## src/hw/pic_pkg.sv

```systemverilog
// package: constants, types and vector table of the interrupt controller
package pic_pkg;
   // source count and latch layout
   localparam int NUM_SRC = 24; // sources besides reset
   localparam int FIRST_LATCH = 2; // lowest index with a latch
   localparam logic [4:0] IDX_TRAP = 5'h02; // address trap latch
   localparam logic [4:0] IDX_WDT = 5'h03; // watchdog latch
   localparam logic [4:0] IDX_MASKABLE = 5'h04; // first maskable latch
   localparam logic [4:0] IDX_SPLIT = 5'h10; // second vector block
   // register indices; byte address is four times the index
   localparam logic [7:0] IDX_EN_HIGH = 8'h2c; // enables 23..16
   localparam logic [7:0] IDX_IL_HIGH = 8'h2e; // latches 23..16
   localparam logic [7:0] IDX_CTRL = 8'h30; // action selects, pin enable
   localparam logic [7:0] IDX_STAT = 8'h31; // busy flag, pending flag, winner index
   localparam logic [7:0] IDX_EN_LOW = 8'h3a; // enables 7..4, master
   localparam logic [7:0] IDX_EN_MID = 8'h3b; // enables 15..8
   localparam logic [7:0] IDX_IL_LOW = 8'h3c; // latches 7..2
   localparam logic [7:0] IDX_IL_MID = 8'h3d; // latches 15..8
   // field positions and reset values
   localparam int IMF_BIT = 0; // master enable in low enable byte
   localparam int TRAP_SEL_BIT = 0; // 1: trap gives reset
   localparam int WDT_SEL_BIT = 1; // 1: watchdog gives reset
   localparam int PIN0_EN_BIT = 2; // external source 0 pin enable
   localparam logic [2:0] CTRL_RESET = 3'h3; // both select reset
   localparam logic [19:0] EF_RESET = 20'h00000; // all disabled
   localparam logic IMF_RESET = 1'b0; // master enable off
   // acceptance timing
   localparam int MCYC_CLKS = 1; // core clocks per machine cycle
   localparam int ACCEPT_MCYC = 8; // machine cycles of acceptance
   localparam logic [3:0] ACCEPT_CLKS = 4'(ACCEPT_MCYC * MCYC_CLKS);
   localparam logic [3:0] LAST_PUSH = 4'h3; // pushes at steps 1..3
   // vectors
   localparam logic [15:0] VEC_SOFT = 16'hfffc; // software, illegal op
   localparam logic [15:0] VEC_TRAP = 16'hfffa; // address trap
   localparam logic [15:0] VEC_WDT = 16'hfff8; // watchdog
   localparam logic [15:0] VEC_LOW_BASE = 16'hfff6; // latch 4
   localparam logic [15:0] VEC_HIGH_BASE = 16'hffbe; // latch 16
   // sequencer states
   typedef enum logic [2:0] {
      ST_IDLE = 3'b001,
      ST_PUSH = 3'b010,
      ST_LOAD = 3'b100
   } pic_state_type;
   // priority winner
   typedef struct packed {
      logic valid; // some request is eligible
      logic [4:0] idx; // its latch index
   } pic_win_type;
   // vector of a latch index; index 0 stands for the shared soft vector
   function automatic logic [15:0] pic_vector(input logic [4:0] idx);
      logic [15:0] v;
      v = VEC_SOFT;
      if (idx == IDX_TRAP)
         v = VEC_TRAP;
      else if (idx == IDX_WDT)
         v = VEC_WDT;
      else if (idx >= IDX_MASKABLE && idx < IDX_SPLIT)
         v = VEC_LOW_BASE - {10'h0, idx - IDX_MASKABLE, 1'b0};
      else if (idx >= IDX_SPLIT)
         v = VEC_HIGH_BASE - {10'h0, idx - IDX_SPLIT, 1'b0};
      return v;
   endfunction : pic_vector
   // true for every mapped register index
   function automatic logic pic_reg_hit(input logic [7:0] idx);
      return idx == IDX_EN_HIGH || idx == IDX_IL_HIGH ||
         idx == IDX_CTRL || idx == IDX_STAT || idx == IDX_EN_LOW ||
         idx == IDX_EN_MID || idx == IDX_IL_LOW || idx == IDX_IL_MID;
   endfunction : pic_reg_hit
endpackage : pic_pkg

```

## src/hw/pic_latch_bank.sv

```systemverilog
// bank of pending latches, set taking priority over clear
`timescale 1ns/100ps
`default_nettype none
module pic_latch_bank
   import pic_pkg::*;
(
   input wire logic core_clk, // core clock
   input wire logic nrst, // async reset, active low
   input wire logic ce, // clock enable
   input wire logic [23:0] set_mask, // source requests
   input wire logic [23:0] clr_mask, // software and acceptance clears
   output logic [23:0] latch // pending latch state
);
   logic [NUM_SRC-1:FIRST_LATCH] store; // real latches only
   // the two shared-vector sources own no latch
   assign latch = {store, 2'h0};
   genvar i;
   generate
      for (i = FIRST_LATCH; i < NUM_SRC; i++) begin : g_bit
         // one latch; a request in the clear cycle survives
         always_ff @(posedge core_clk or negedge nrst) begin
            if (!nrst) begin
               store[i] <= 1'b0;
            end else if (ce) begin
               store[i] <= set_mask[i] | (store[i] & ~clr_mask[i]);
            end
         end
      end
   endgenerate
endmodule : pic_latch_bank
`default_nettype wire

```

## src/hw/pic_prio.sv

```systemverilog
// fixed priority picker: the lowest eligible index wins
`timescale 1ns/100ps
`default_nettype none
module pic_prio
   import pic_pkg::*;
(
   input wire logic [23:0] cand, // eligible requests by index
   output pic_win_type win // winning index
);
   // scan downward so the lowest index is written last
   always_comb begin
      win = '{valid: 1'b0, idx: 5'h0};
      for (int k = NUM_SRC - 1; k >= 0; k--) begin
         if (cand[k]) begin
            win.valid = 1'b1;
            win.idx = 5'(k);
         end
      end
   end
endmodule : pic_prio
`default_nettype wire

```

## src/hw/pic_ctrl.sv

```systemverilog
// top of the prioritized interrupt controller with its apb registers
`timescale 1ns/100ps
`default_nettype none
//////////////////////////////////////////////////////////////////////
//////////////////////////////////////////////////////////////////////
module pic_ctrl
   import pic_pkg::*;
(
   input wire logic core_clk, // core clock, 200 MHz
   input wire logic nrst, // async reset, active low
   input wire logic ce, // clock enable, freezes all state
   input wire logic psel, // apb select
   input wire logic penable, // apb access phase
   input wire logic pwrite, // apb direction, high writes
   input wire logic [11:0] paddr, // apb byte address
   input wire logic [31:0] pwdata, // apb write data
   output logic [31:0] prdata, // apb read data
   output logic pready, // apb ready
   output logic pslverr, // apb error on unmapped address
   input wire logic [23:4] src_req, // maskable source pulses
   input wire logic trap_event, // address trap detected
   input wire logic wdt_event, // watchdog expired
   input wire logic software_irq, // software interrupt request
   input wire logic illegal_opcode_irq, // undefined instruction
   input wire logic instr_done, // current instruction completes
   input wire logic enable_instruction, // sets master enable
   input wire logic disable_instruction, // clears master enable
   input wire logic maskable_return, // return from maskable
   input wire logic nonmaskable_return, // return from fixed
   input wire logic ret_imf, // master enable popped from stack
   output logic irq_pending, // an eligible request waits
   output logic accept_start, // acceptance begins
   output logic seq_busy, // acceptance sequence running
   output logic push_strobe, // cpu pushes one stack byte
   output logic [1:0] push_sel, // 1 status, 2 pc high, 3 pc low
   output logic stack_imf, // master enable to stack
   output logic vector_load, // load vector into pc
   output logic [15:0] vector, // entry vector address
   output logic reset_request // trap or watchdog chose reset
);
   //////////////////////////////////////////////////////////////////
   // state
   logic global_irq_enable; // global_irq_enable
   logic [23:4] ef; // source_enable_flag bits
   logic [2:0] ctrl; // watchdog_control_one selects, pin enable
   logic [23:0] il; // pending_latch bank
   pic_state_type state; // acceptance sequencer
   logic [3:0] cnt; // acceptance step counter
   logic [4:0] acc_idx; // index being accepted
   pic_win_type win; // current priority winner
   logic next_imf; // master enable next value
   logic [23:4] next_ef; // enables next value
   logic [2:0] next_ctrl; // control next value
   pic_state_type next_state; // sequencer next state
   //////////////////////////////////////////////////////////////////
   // apb decode
   wire logic [7:0] idx = paddr[9:2]; // register index
   wire logic setup = psel & ~penable; // setup phase
   wire logic mapped = pic_reg_hit(idx) && paddr[1:0] == 2'h0 &&
      paddr[11:10] == 2'h0; // legal register address
   wire logic wr_go = psel & penable & pready & pwrite & mapped;
   wire logic wr_enl = wr_go && idx == IDX_EN_LOW;
   wire logic wr_enm = wr_go && idx == IDX_EN_MID;
   wire logic wr_enh = wr_go && idx == IDX_EN_HIGH;
   wire logic wr_ill = wr_go && idx == IDX_IL_LOW;
   wire logic wr_ilm = wr_go && idx == IDX_IL_MID;
   wire logic wr_ilh = wr_go && idx == IDX_IL_HIGH;
   wire logic wr_ctl = wr_go && idx == IDX_CTRL; // select writes
   wire logic [7:0] wb = pwdata[7:0]; // written byte
   //////////////////////////////////////////////////////////////////
   // read mux; reserved bits read zero
   wire logic [7:0] rd_byte =
      (idx == IDX_EN_LOW) ? {ef[7:4], 3'h0, global_irq_enable} :
      (idx == IDX_EN_MID) ? ef[15:8] :
      (idx == IDX_EN_HIGH) ? ef[23:16] :
      (idx == IDX_IL_LOW) ? il[7:0] :
      (idx == IDX_IL_MID) ? il[15:8] :
      (idx == IDX_IL_HIGH) ? il[23:16] :
      (idx == IDX_CTRL) ? {5'h0, ctrl} :
      (idx == IDX_STAT) ? {seq_busy, irq_pending, 1'b0, win.idx} :
      8'h0;
   //////////////////////////////////////////////////////////////////
   // latch set and clear masks
   // trap and watchdog latch only when their select picks interrupt
   wire logic trap_set = trap_event & ~ctrl[TRAP_SEL_BIT];
   wire logic wdt_set = wdt_event & ~ctrl[WDT_SEL_BIT];
   // only sources set latches; no write path reaches set
   wire logic [23:0] set_mask = {src_req, wdt_set, trap_set, 2'h0};
   // written zeros clear, ones leave the latch alone
   wire logic [23:0] sw_clr = {wr_ilh ? ~wb : 8'h0,
      wr_ilm ? ~wb : 8'h0, wr_ill ? ~wb : 8'h0};
   // acceptance start
   wire logic go = state == ST_IDLE && instr_done && win.valid;
   // only the captured winner is cleared, others stay pending
   wire logic [23:0] acc_clr = (go && win.idx >= IDX_TRAP) ?
      (24'h1 << win.idx) : 24'h0;
   //////////////////////////////////////////////////////////////////
   // eligibility and priority
   // fixed sources: shared soft request at 0, trap 2, watchdog 3
   wire logic [3:0] nmi_vec = {il[3], il[2], 1'b0,
      software_irq | illegal_opcode_irq};
   // maskable gate: master, own flag, pin enable for source 0
   wire logic [23:4] mask_ok = global_irq_enable ?
      (ef & {19'h7ffff, ctrl[PIN0_EN_BIT]}) : 20'h0;
   // fixed sources sit below index 4, so they always outrank
   wire logic [23:0] cand = {il[23:4] & mask_ok, nmi_vec};
   //////////////////////////////////////////////////////////////////
   // latch bank
   pic_latch_bank u_latch (
      .core_clk(core_clk),
      .nrst(nrst),
      .ce(ce),
      .set_mask(set_mask),
      .clr_mask(sw_clr | acc_clr),
      .latch(il)
   );
   // lowest eligible index wins
   pic_prio u_prio (
      .cand(cand),
      .win(win)
   );
   //////////////////////////////////////////////////////////////////
   // next values of the software registers
   // acceptance clears master enable before anything else
   assign next_imf = go ? 1'b0 :
      (maskable_return | nonmaskable_return) ? ret_imf :
      enable_instruction ? 1'b1 :
      disable_instruction ? 1'b0 :
      wr_enl ? wb[IMF_BIT] : global_irq_enable;
   assign next_ef = {wr_enh ? wb : ef[23:16],
      wr_enm ? wb : ef[15:8], wr_enl ? wb[7:4] : ef[7:4]};
   assign next_ctrl = wr_ctl ? wb[2:0] : ctrl;
   // software registers
   always_ff @(posedge core_clk or negedge nrst) begin
      if (!nrst) begin
         global_irq_enable <= IMF_RESET;
         ef <= EF_RESET;
         ctrl <= CTRL_RESET;
      end else if (ce) begin
         global_irq_enable <= next_imf;
         ef <= next_ef;
         ctrl <= next_ctrl;
      end
   end
   //////////////////////////////////////////////////////////////////
   // apb answer: ready in the first access cycle
   always_ff @(posedge core_clk or negedge nrst) begin
      if (!nrst) begin
         pready <= 1'b0;
         pslverr <= 1'b0;
         prdata <= 32'h0;
      end else if (ce) begin
         pready <= setup;
         pslverr <= setup & ~mapped;
         if (setup) begin
            prdata <= {24'h0, rd_byte};
         end
      end
   end
   //////////////////////////////////////////////////////////////////
   // sequencer next state
   always_comb begin
      case (state)
         ST_IDLE: begin
            // wait for an instruction boundary with a winner
            next_state = go ? ST_PUSH : ST_IDLE;
         end
         ST_PUSH: begin
            // stack pushes, then wait out the machine cycles
            next_state = (cnt == ACCEPT_CLKS - 4'h1) ? ST_LOAD : ST_PUSH;
         end
         ST_LOAD: begin
            // vector goes to the pc, sequence ends
            next_state = ST_IDLE;
         end
         default: begin
            next_state = ST_IDLE;
         end
      endcase
   end
   // sequencer state and step count
   always_ff @(posedge core_clk or negedge nrst) begin
      if (!nrst) begin
         state <= ST_IDLE;
         cnt <= 4'h0;
         acc_idx <= 5'h0;
      end else if (ce) begin
         state <= next_state;
         cnt <= go ? 4'h1 : cnt + 4'h1;
         if (go) begin
            acc_idx <= win.idx;
         end
      end
   end
   //////////////////////////////////////////////////////////////////
   // cpu-facing strobes
   wire logic in_push = state == ST_PUSH; // sequence running
   wire logic push_now = in_push && cnt <= LAST_PUSH;
   wire logic load_now = in_push && cnt == ACCEPT_CLKS - 4'h1;
   // registered cpu outputs
   always_ff @(posedge core_clk or negedge nrst) begin
      if (!nrst) begin
         accept_start <= 1'b0;
         seq_busy <= 1'b0;
         push_strobe <= 1'b0;
         push_sel <= 2'h0;
         stack_imf <= 1'b0;
         irq_pending <= 1'b0;
      end else if (ce) begin
         accept_start <= go;
         seq_busy <= go | in_push;
         push_strobe <= push_now;
         push_sel <= push_now ? cnt[1:0] : 2'h0;
         irq_pending <= win.valid;
         if (go) begin
            stack_imf <= global_irq_enable;
         end
      end
   end
   // vector load and reset choice
   always_ff @(posedge core_clk or negedge nrst) begin
      if (!nrst) begin
         vector_load <= 1'b0;
         vector <= 16'h0;
         reset_request <= 1'b0;
      end else if (ce) begin
         vector_load <= load_now;
         if (load_now) begin
            vector <= pic_vector(acc_idx);
         end
         reset_request <= (trap_event & ctrl[TRAP_SEL_BIT]) |
            (wdt_event & ctrl[WDT_SEL_BIT]);
      end
   end
endmodule : pic_ctrl
`default_nettype wire

```

## config.mk

```make
export PLATFORM = sky130hd
export DESIGN_NAME = pic_ctrl
export DESIGN_NICKNAME = d
export VERILOG_FILES = /design/src/hw/pic_pkg.sv /design/src/hw/pic_latch_bank.sv /design/src/hw/pic_prio.sv /design/src/hw/pic_ctrl.sv
export SDC_FILE = /design/constraint.sdc
export NUM_CORES = 1
export LEC_CHECK = 0
export BUFFER_PORTS_ARGS = -buffer_cell sky130_fd_sc_hd__buf_2
export CORE_MARGIN = 4
export CORE_UTILIZATION = 48
export CTS_CLUSTER_DIAMETER = 150
export CTS_CLUSTER_SIZE = 20
export DETAILED_ROUTE_END_ITERATION = 10
export MAX_ROUTING_LAYER = met4
export PLACE_DENSITY = 0.8
export SKIP_LAST_GASP = 1
export SLEW_MARGIN = 40
export SYNTH_ARGS = -nofsm -noshare
export SYNTH_HDL_FRONTEND = slang
export SYNTH_SLANG_ARGS = --single-unit
```

## constraint.sdc

```tcl
create_clock -name core_clk -period 2.8 [get_ports core_clk]
set_input_delay 0.42 -clock core_clk [delete_from_list [all_inputs] [get_ports core_clk]]
set_output_delay 0.42 -clock core_clk [all_outputs]
set_load 0.05 [all_outputs]
```

==> results.cfg, run 1 <==
[grt]
grt_usage_pct = 27.5
grt-ovfl-total = 0
grt_pass1_vias = 4795
grt_pass1_wl_um = 26000
grt_max_degree = 85
antenna_found_initial = 0

[detailed_routing]
drc = 0
post_drt_wl_per_cell_um = 20.8
vias = 4759
dr.pass1.iters = 5
via_per_inst = 6.02
drt_iter0_markers = 342
routed_wl_um = 16400
antenna_left = 0

[yosys]
synthArstFlopShare_pct = 100
ys_warn_count = 0
synth_cell_types = 71
ys_ff_latch = 84
netlist_instances = 544
synth-edff-count = 0
synth_ff_type = dfrtp_1
synth.cell_area_um2 = 5120
synth_seq_area_share_pct = 41.1
avgSynthCellArea_um2 = 9.41

[floorplan]
ios = 139
dieWidth_um = 111
initial_utilization_pct = 49.3
core_area_um2 = 10400
die_y_um = 111
num_rows = 37
die_area_um2 = 12400

[place]
port_buffers = 89
dp.final_hpwl_um = 12800
place_congestion = 0.968
dp_cells = 774

[worst_setup_path]
worstSetupPathType = register to register
cp_max_fo = 10
worstPathArrival_ns = 2.89
cp-end-kind = register
cp-start-kind = register
critPathRequiredTime_ns = 3.07

[flow_run]
drv_cap = 0

[sta]
fin_crit_sh_pct = 93.5
clock.fmax_mhz = 382
report.final.hold_viol_count = 0
grt_setup_unrepaired = no
finalSetupViolCount = 0
final_max_slew_viol_count = 0
worst_pin_slew_ns = 0.688
slew_headroom_pct = 52.9
finalCriticalPeriod_ns = 2.62
fin_tns_setup_ns = 0
finClkSkew_ns = 0.0176

[cells_and_area]
areaGrowthSynthToFinish_pct = 16.9
finalNonFillerCells = 790
drive_gt1_share_pct = 29.1
fillers = 937
nNetsFinal = 733
antenna_cells = 0
fin_util_pct = 57.7

[clock_tree]
clock_sinks = 84
clockRootBuffer = clkbuf_8
cts_setup_buffers = 0
post_cts_hold_buffer_count = 0
clock_path_buffers = 2
cts_tree = yes
ctsResizeCount = 0
cts.reportedPaths.clkPinSlew_ns = 0.10
cts_buffers = 9
insertion_delay_ns = 0.38
cts_htree_levels = 3

[power_and_ir_drop]
max-vdd-ir-drop_mv = 0.492
power.leakage_nw = 2.71
power_density_nw_per_um2 = 578

[run_status]
status = completed

[worst_hold_path]
hp-class = input pin to asynchronous set/reset pin
-- area by class of cell --
| cell class | count | area (µm²) | share of cell area (%) |
|---|---|---|---|
| multi-input combinational | 415 | 2690 | 44.9 |
| sequential | 84 | 2110 | 35.2 |
| timing repair buffer | 125 | 724 | 12.1 |
| tap | 136 | 170 | 2.84 |
| clock buffer | 9 | 124 | 2.07 |
| clock inverter | 7 | 123 | 2.05 |
| inverter | 14 | 52.6 | 0.878 |
-- cells in the final DEF (no fill, tap or decap), types with 5 or more instances in the layout --
| cell type | n |
|---|---|
| buf_4 | 36 |
| buf_2 | 88 |
| and2_1 | 6 |
| mux2_2 | 34 |
| inv_1 | 14 |
| a21oi_1 | 29 |
| nor3_1 | 17 |
| nor2_1 | 32 |
| nand3b_1 | 5 |
| conb_1 | 25 |
| o21ai_0 | 44 |
| a22oi_1 | 11 |
| clkbuf_8 | 10 |
| nor4_1 | 5 |
| a21o_1 | 7 |
| dfrtp_1 | 81 |
| a221oi_1 | 10 |
| nand2_1 | 59 |
| nand4_1 | 5 |
| o221ai_1 | 13 |
| nor2b_1 | 5 |
| mux2i_1 | 18 |
| nand3_1 | 12 |
-- cells by family after synthesis --
logic type / after synthesis / synth area share, %
flops: 84 / 41.1
fa+ha+maj: 4 / 0.978
mux: 52 / 11.0
buf+inv: 69 / 8.14
compound gates: 156 / 20.6
simple gates: 176 / 17.8
other cells: 1 / 0.0733
xor+xnor: 2 / 0.342
-- synth_stat cells (6+ instances only) --
cell type / number / share of area (%)
o21ai_0: 44 / 4.3
inv_1: 14 / 1.0
clkbuf_1: 11 / 0.81
a21oi_1: 29 / 2.8
a21o_1: 7 / 1.0
nor2_1: 32 / 2.3
o221ai_1: 13 / 2.2
a221oi_1: 10 / 1.7
nand2_1: 59 / 4.3
buf_4: 34 / 5.0
a22oi_1: 11 / 1.6
mux2i_1: 18 / 3.5
mux2_2: 34 / 7.5
and2_1: 6 / 0.73
dfrtp_1: 81 / 40
nor3_1: 17 / 1.7
nand3_1: 12 / 1.2
-- critical path: stages, from the launching register on --
cell     delay [ns]
dfrtp_1        0.45
a22oi_1        0.39
a41oi_1        0.27
nor4_1         0.52
nor2_2         0.20
o21ai_2        0.29
nor4_1         0.12
o21ai_0        0.26
-- flip-flops by register name, summed over array words and instances, names as in the netlist, 2 cells and up --
register and cells:
u_latch.latch 22, ef 20, prdata 8, vector 7
acc_idx 5, cnt 4, ctrl 3, state 3
push_sel 2
-- worst paths after layout --
check | start | endpoint | slack, ns | cells after the start
max | ef[18] | u_latch.latch[10] | 0.18 | 7
min | nrst | cnt[0] | 0.07 | 1
max reg2reg | ef[18] | u_latch.latch[10] | 0.18 | 7
min reg2reg | vector_load | vector_load | 0.48 | 1
max in group asynchronous | nrst | ef[20] | 2.26 | 1
min in group core_clk | src_req[9] | u_latch.latch[9] | 0.25 | 3
-- stage by stage --
step           total power (W)  setup slack [ns]  area, µm²  hold slack, ns
4_1_cts                0.00347             0.230       5980           0.122
6_report               0.00346             0.182       5980          0.0736
2_1_floorplan          0.00218             0.485       5210           0.124
3_3_place_gp           0.00237             0.191       5730           0.448
5_1_grt                0.00362           0.00126       5980           0.129
3_5_place_dp           0.00239             0.131       5740           0.463
-- where the power goes --
part / switching (W) / internal [W] / total, W
logic: 0.000724 / 0.000232 / 0.000957
clock network: 0.000489 / 0.000600 / 0.00109
registers: 0.0000904 / 0.00132 / 0.00141
-- layer usage --
metal / wire, µm / vias to the layer above / global-route usage [%]
met5: 0 / - / -
met4: 312 / 0 / 8.84
met3: 1330 / 30 / 4.64
met2: 7970 / 247 / 44.1
met1: 6820 / 2304 / 35.8
li1: - / 2178 / -
Power figures use the tool's default switching activity.
==> run 2, diff against run 1 <==
--- a/config.mk
+++ b/config.mk
@@ -17,4 +17,5 @@
 export SLEW_MARGIN = 40
 export SYNTH_ARGS = -nofsm -noshare
 export SYNTH_HDL_FRONTEND = slang
+export SYNTH_HIERARCHICAL = 1
 export SYNTH_SLANG_ARGS = --single-unit
==> results.cfg, run 2 <==
[floorplan]
ios = 139
num_rows = 37
die_area_um2 = 12500
initial_utilization_pct = 49.7
die_y_um = 112
dieWidth_um = 112
core_area_um2 = 10400

[place]
dp.final_hpwl_um = 12900
place_congestion = 0.944
dp_cells = 798
placed_area_um2 = 6010
port_buffers = 89

[detailed_routing]
vias = 4940
drc = 0
post_drt_wl_per_cell_um = 20.7
routed_wl_um = 16900
antenna_left = 0
via_per_inst = 6.05
dr.pass1.iters = 5
drt_iter0_markers = 367

[sta]
timing.hold.ws_ns = 0.0820
worst_pin_slew_ns = 0.676
clock.fmax_mhz = 354
fin_tns_setup_ns = -0.0768
fin_ws_ns = -0.0270
finalSetupViolCount = 6
final_max_slew_viol_count = 0
fin_crit_sh_pct = 101
report.final.hold_viol_count = 0
finalCriticalPeriod_ns = 2.83
slew_headroom_pct = 54.9
finClkSkew_ns = 0.0132
grt_setup_unrepaired = yes

[clock_tree]
cts_buffers = 9
clockRootBuffer = clkbuf_8
insertion_delay_ns = 0.37
cts_htree_levels = 3
clock_path_buffers = 2
post_cts_hold_buffer_count = 0
cts.reportedPaths.clkPinSlew_ns = 0.09
clock_sinks = 83
cts_tree = yes

[grt]
grt_usage_pct = 27.8
grt_max_degree = 84
grt_pass1_wl_um = 26400
grt_pass1_vias = 4744
antenna_found_initial = 1
grt-ovfl-total = 0

[yosys]
avgSynthCellArea_um2 = 9.58
ys_warn_count = 6
synth.cell_area_um2 = 5170
netlist_instances = 540

[cells_and_area]
nNetsFinal = 758
drive_gt1_share_pct = 34.5
finalNonFillerCells = 816
largest_reg_flops = 22
layout_common_cells = 88 x buf_2, 79 x dfrtp_1, 64 x buf_4
areaGrowthSynthToFinish_pct = 22.4
multi_input_area_um2 = 2870
final_common_cell = buf_2
fillers = 910
ff_latch_area_um2 = 2080
fin_area_um2 = 6330

[worst_setup_path]
worstSetupPathType = register to register
cp_common_cell = buf_4
cp_max_fo = 13
rr_worst_depth = 12
r2r_start = global_irq_enable
reg2reg_to = u_latch/latch[17]
critPathMaxStageDelay_ns = 0.52
critPathRequiredTime_ns = 3.05
worstPathArrival_ns = 3.08
cp-start-kind = register
reg2reg_slack_ns = -0.03
path_cells = buf_12, and3_4, nor4_2, buf_4, o21ai_2, a21oi_2, nor4b_4, buf_4, or4_4, o22ai_2, nand2_1, a22o_1
slowest_stage = or4_4
cp-end-kind = register

[flow_run]
drv_cap = 0

[worst_hold_path]
hp-class = input pin to asynchronous set/reset pin

[run_status]
violations = setup timing
status = complete, but fails checks

[power_and_ir_drop]
fin_total_pwr_w = 0.00350
power_density_nw_per_um2 = 552
power.leakage_nw = 3.01
max-vdd-ir-drop_mv = 0.414
-- run 2: report_power, final --
group | internal [W] | total (W) | switching [W]
Sequential | 0.00132 | 0.00143 | 0.000111
Clock | 0.000509 | 0.000994 | 0.000485
Combinational | 0.000287 | 0.00107 | 0.000784
-- run 2: what timing repair did --
item,in CTS,in global routing
setup endpoints to repair,12,28
buffers inserted,0,1
gates resized for setup,11,5
pin swaps,5,1
-- run 2: final cells by class --
cell class	count	area share (%)
well taps	136	2.69
clock inverters	7	1.56
repair buffers	154	15.1
inverters	10	0.593
clock buffers	9	1.96
multi-input cells	416	45.2
diodes	1	0.0395
flip-flops and latches	83	32.9
-- run 2: metrics by stage --
| stage | utilization, % | worst slack, ns |
|---|---|---|
| floorplan | - | -0.0553 |
| global placement | 57.7 | -0.150 |
| detailed placement | 57.7 | -0.158 |
| CTS | 60.4 | -0.00407 |
| global route | 60.8 | -0.125 |
| finish | 60.8 | -0.0270 |
-- run 2: critical path, delay by kind of cell (launching register included) --
| kind | cells | cell delay (ns) |
|---|---|---|
| and+or+nand+nor | 5 | 1.15 |
| AOI/OAI and AO/OA | 4 | 0.61 |
| buffers and inverters | 3 | 0.50 |
| DFF | 1 | 0.46 |
-- run 2: metal layers --
| layer | global-route usage, % | vias to the layer above | share of wire (%) |
|---|---|---|---|
| met5 | - | - | 0 |
| li1 | - | 2239 | - |
| met3 | 4.95 | 33 | 10 |
| met4 | 7.79 | 0 | 2.0 |
| met1 | 40.0 | 2380 | 44 |
| met2 | 40.3 | 288 | 44 |
-- run 2: worst max-delay path by stage --
stage | start | endpoint | cells after the start
2_1_floorplan | global_irq_enable | prdata[2] | 11
3_3_place_gp | global_irq_enable | u_latch/latch[16] | 12
3_5_place_dp | global_irq_enable | u_latch/latch[17] | 12
4_1_cts | global_irq_enable | prdata[2] | 10
5_1_grt | global_irq_enable | u_latch/latch[6] | 11
6_report | global_irq_enable | u_latch/latch[17] | 12
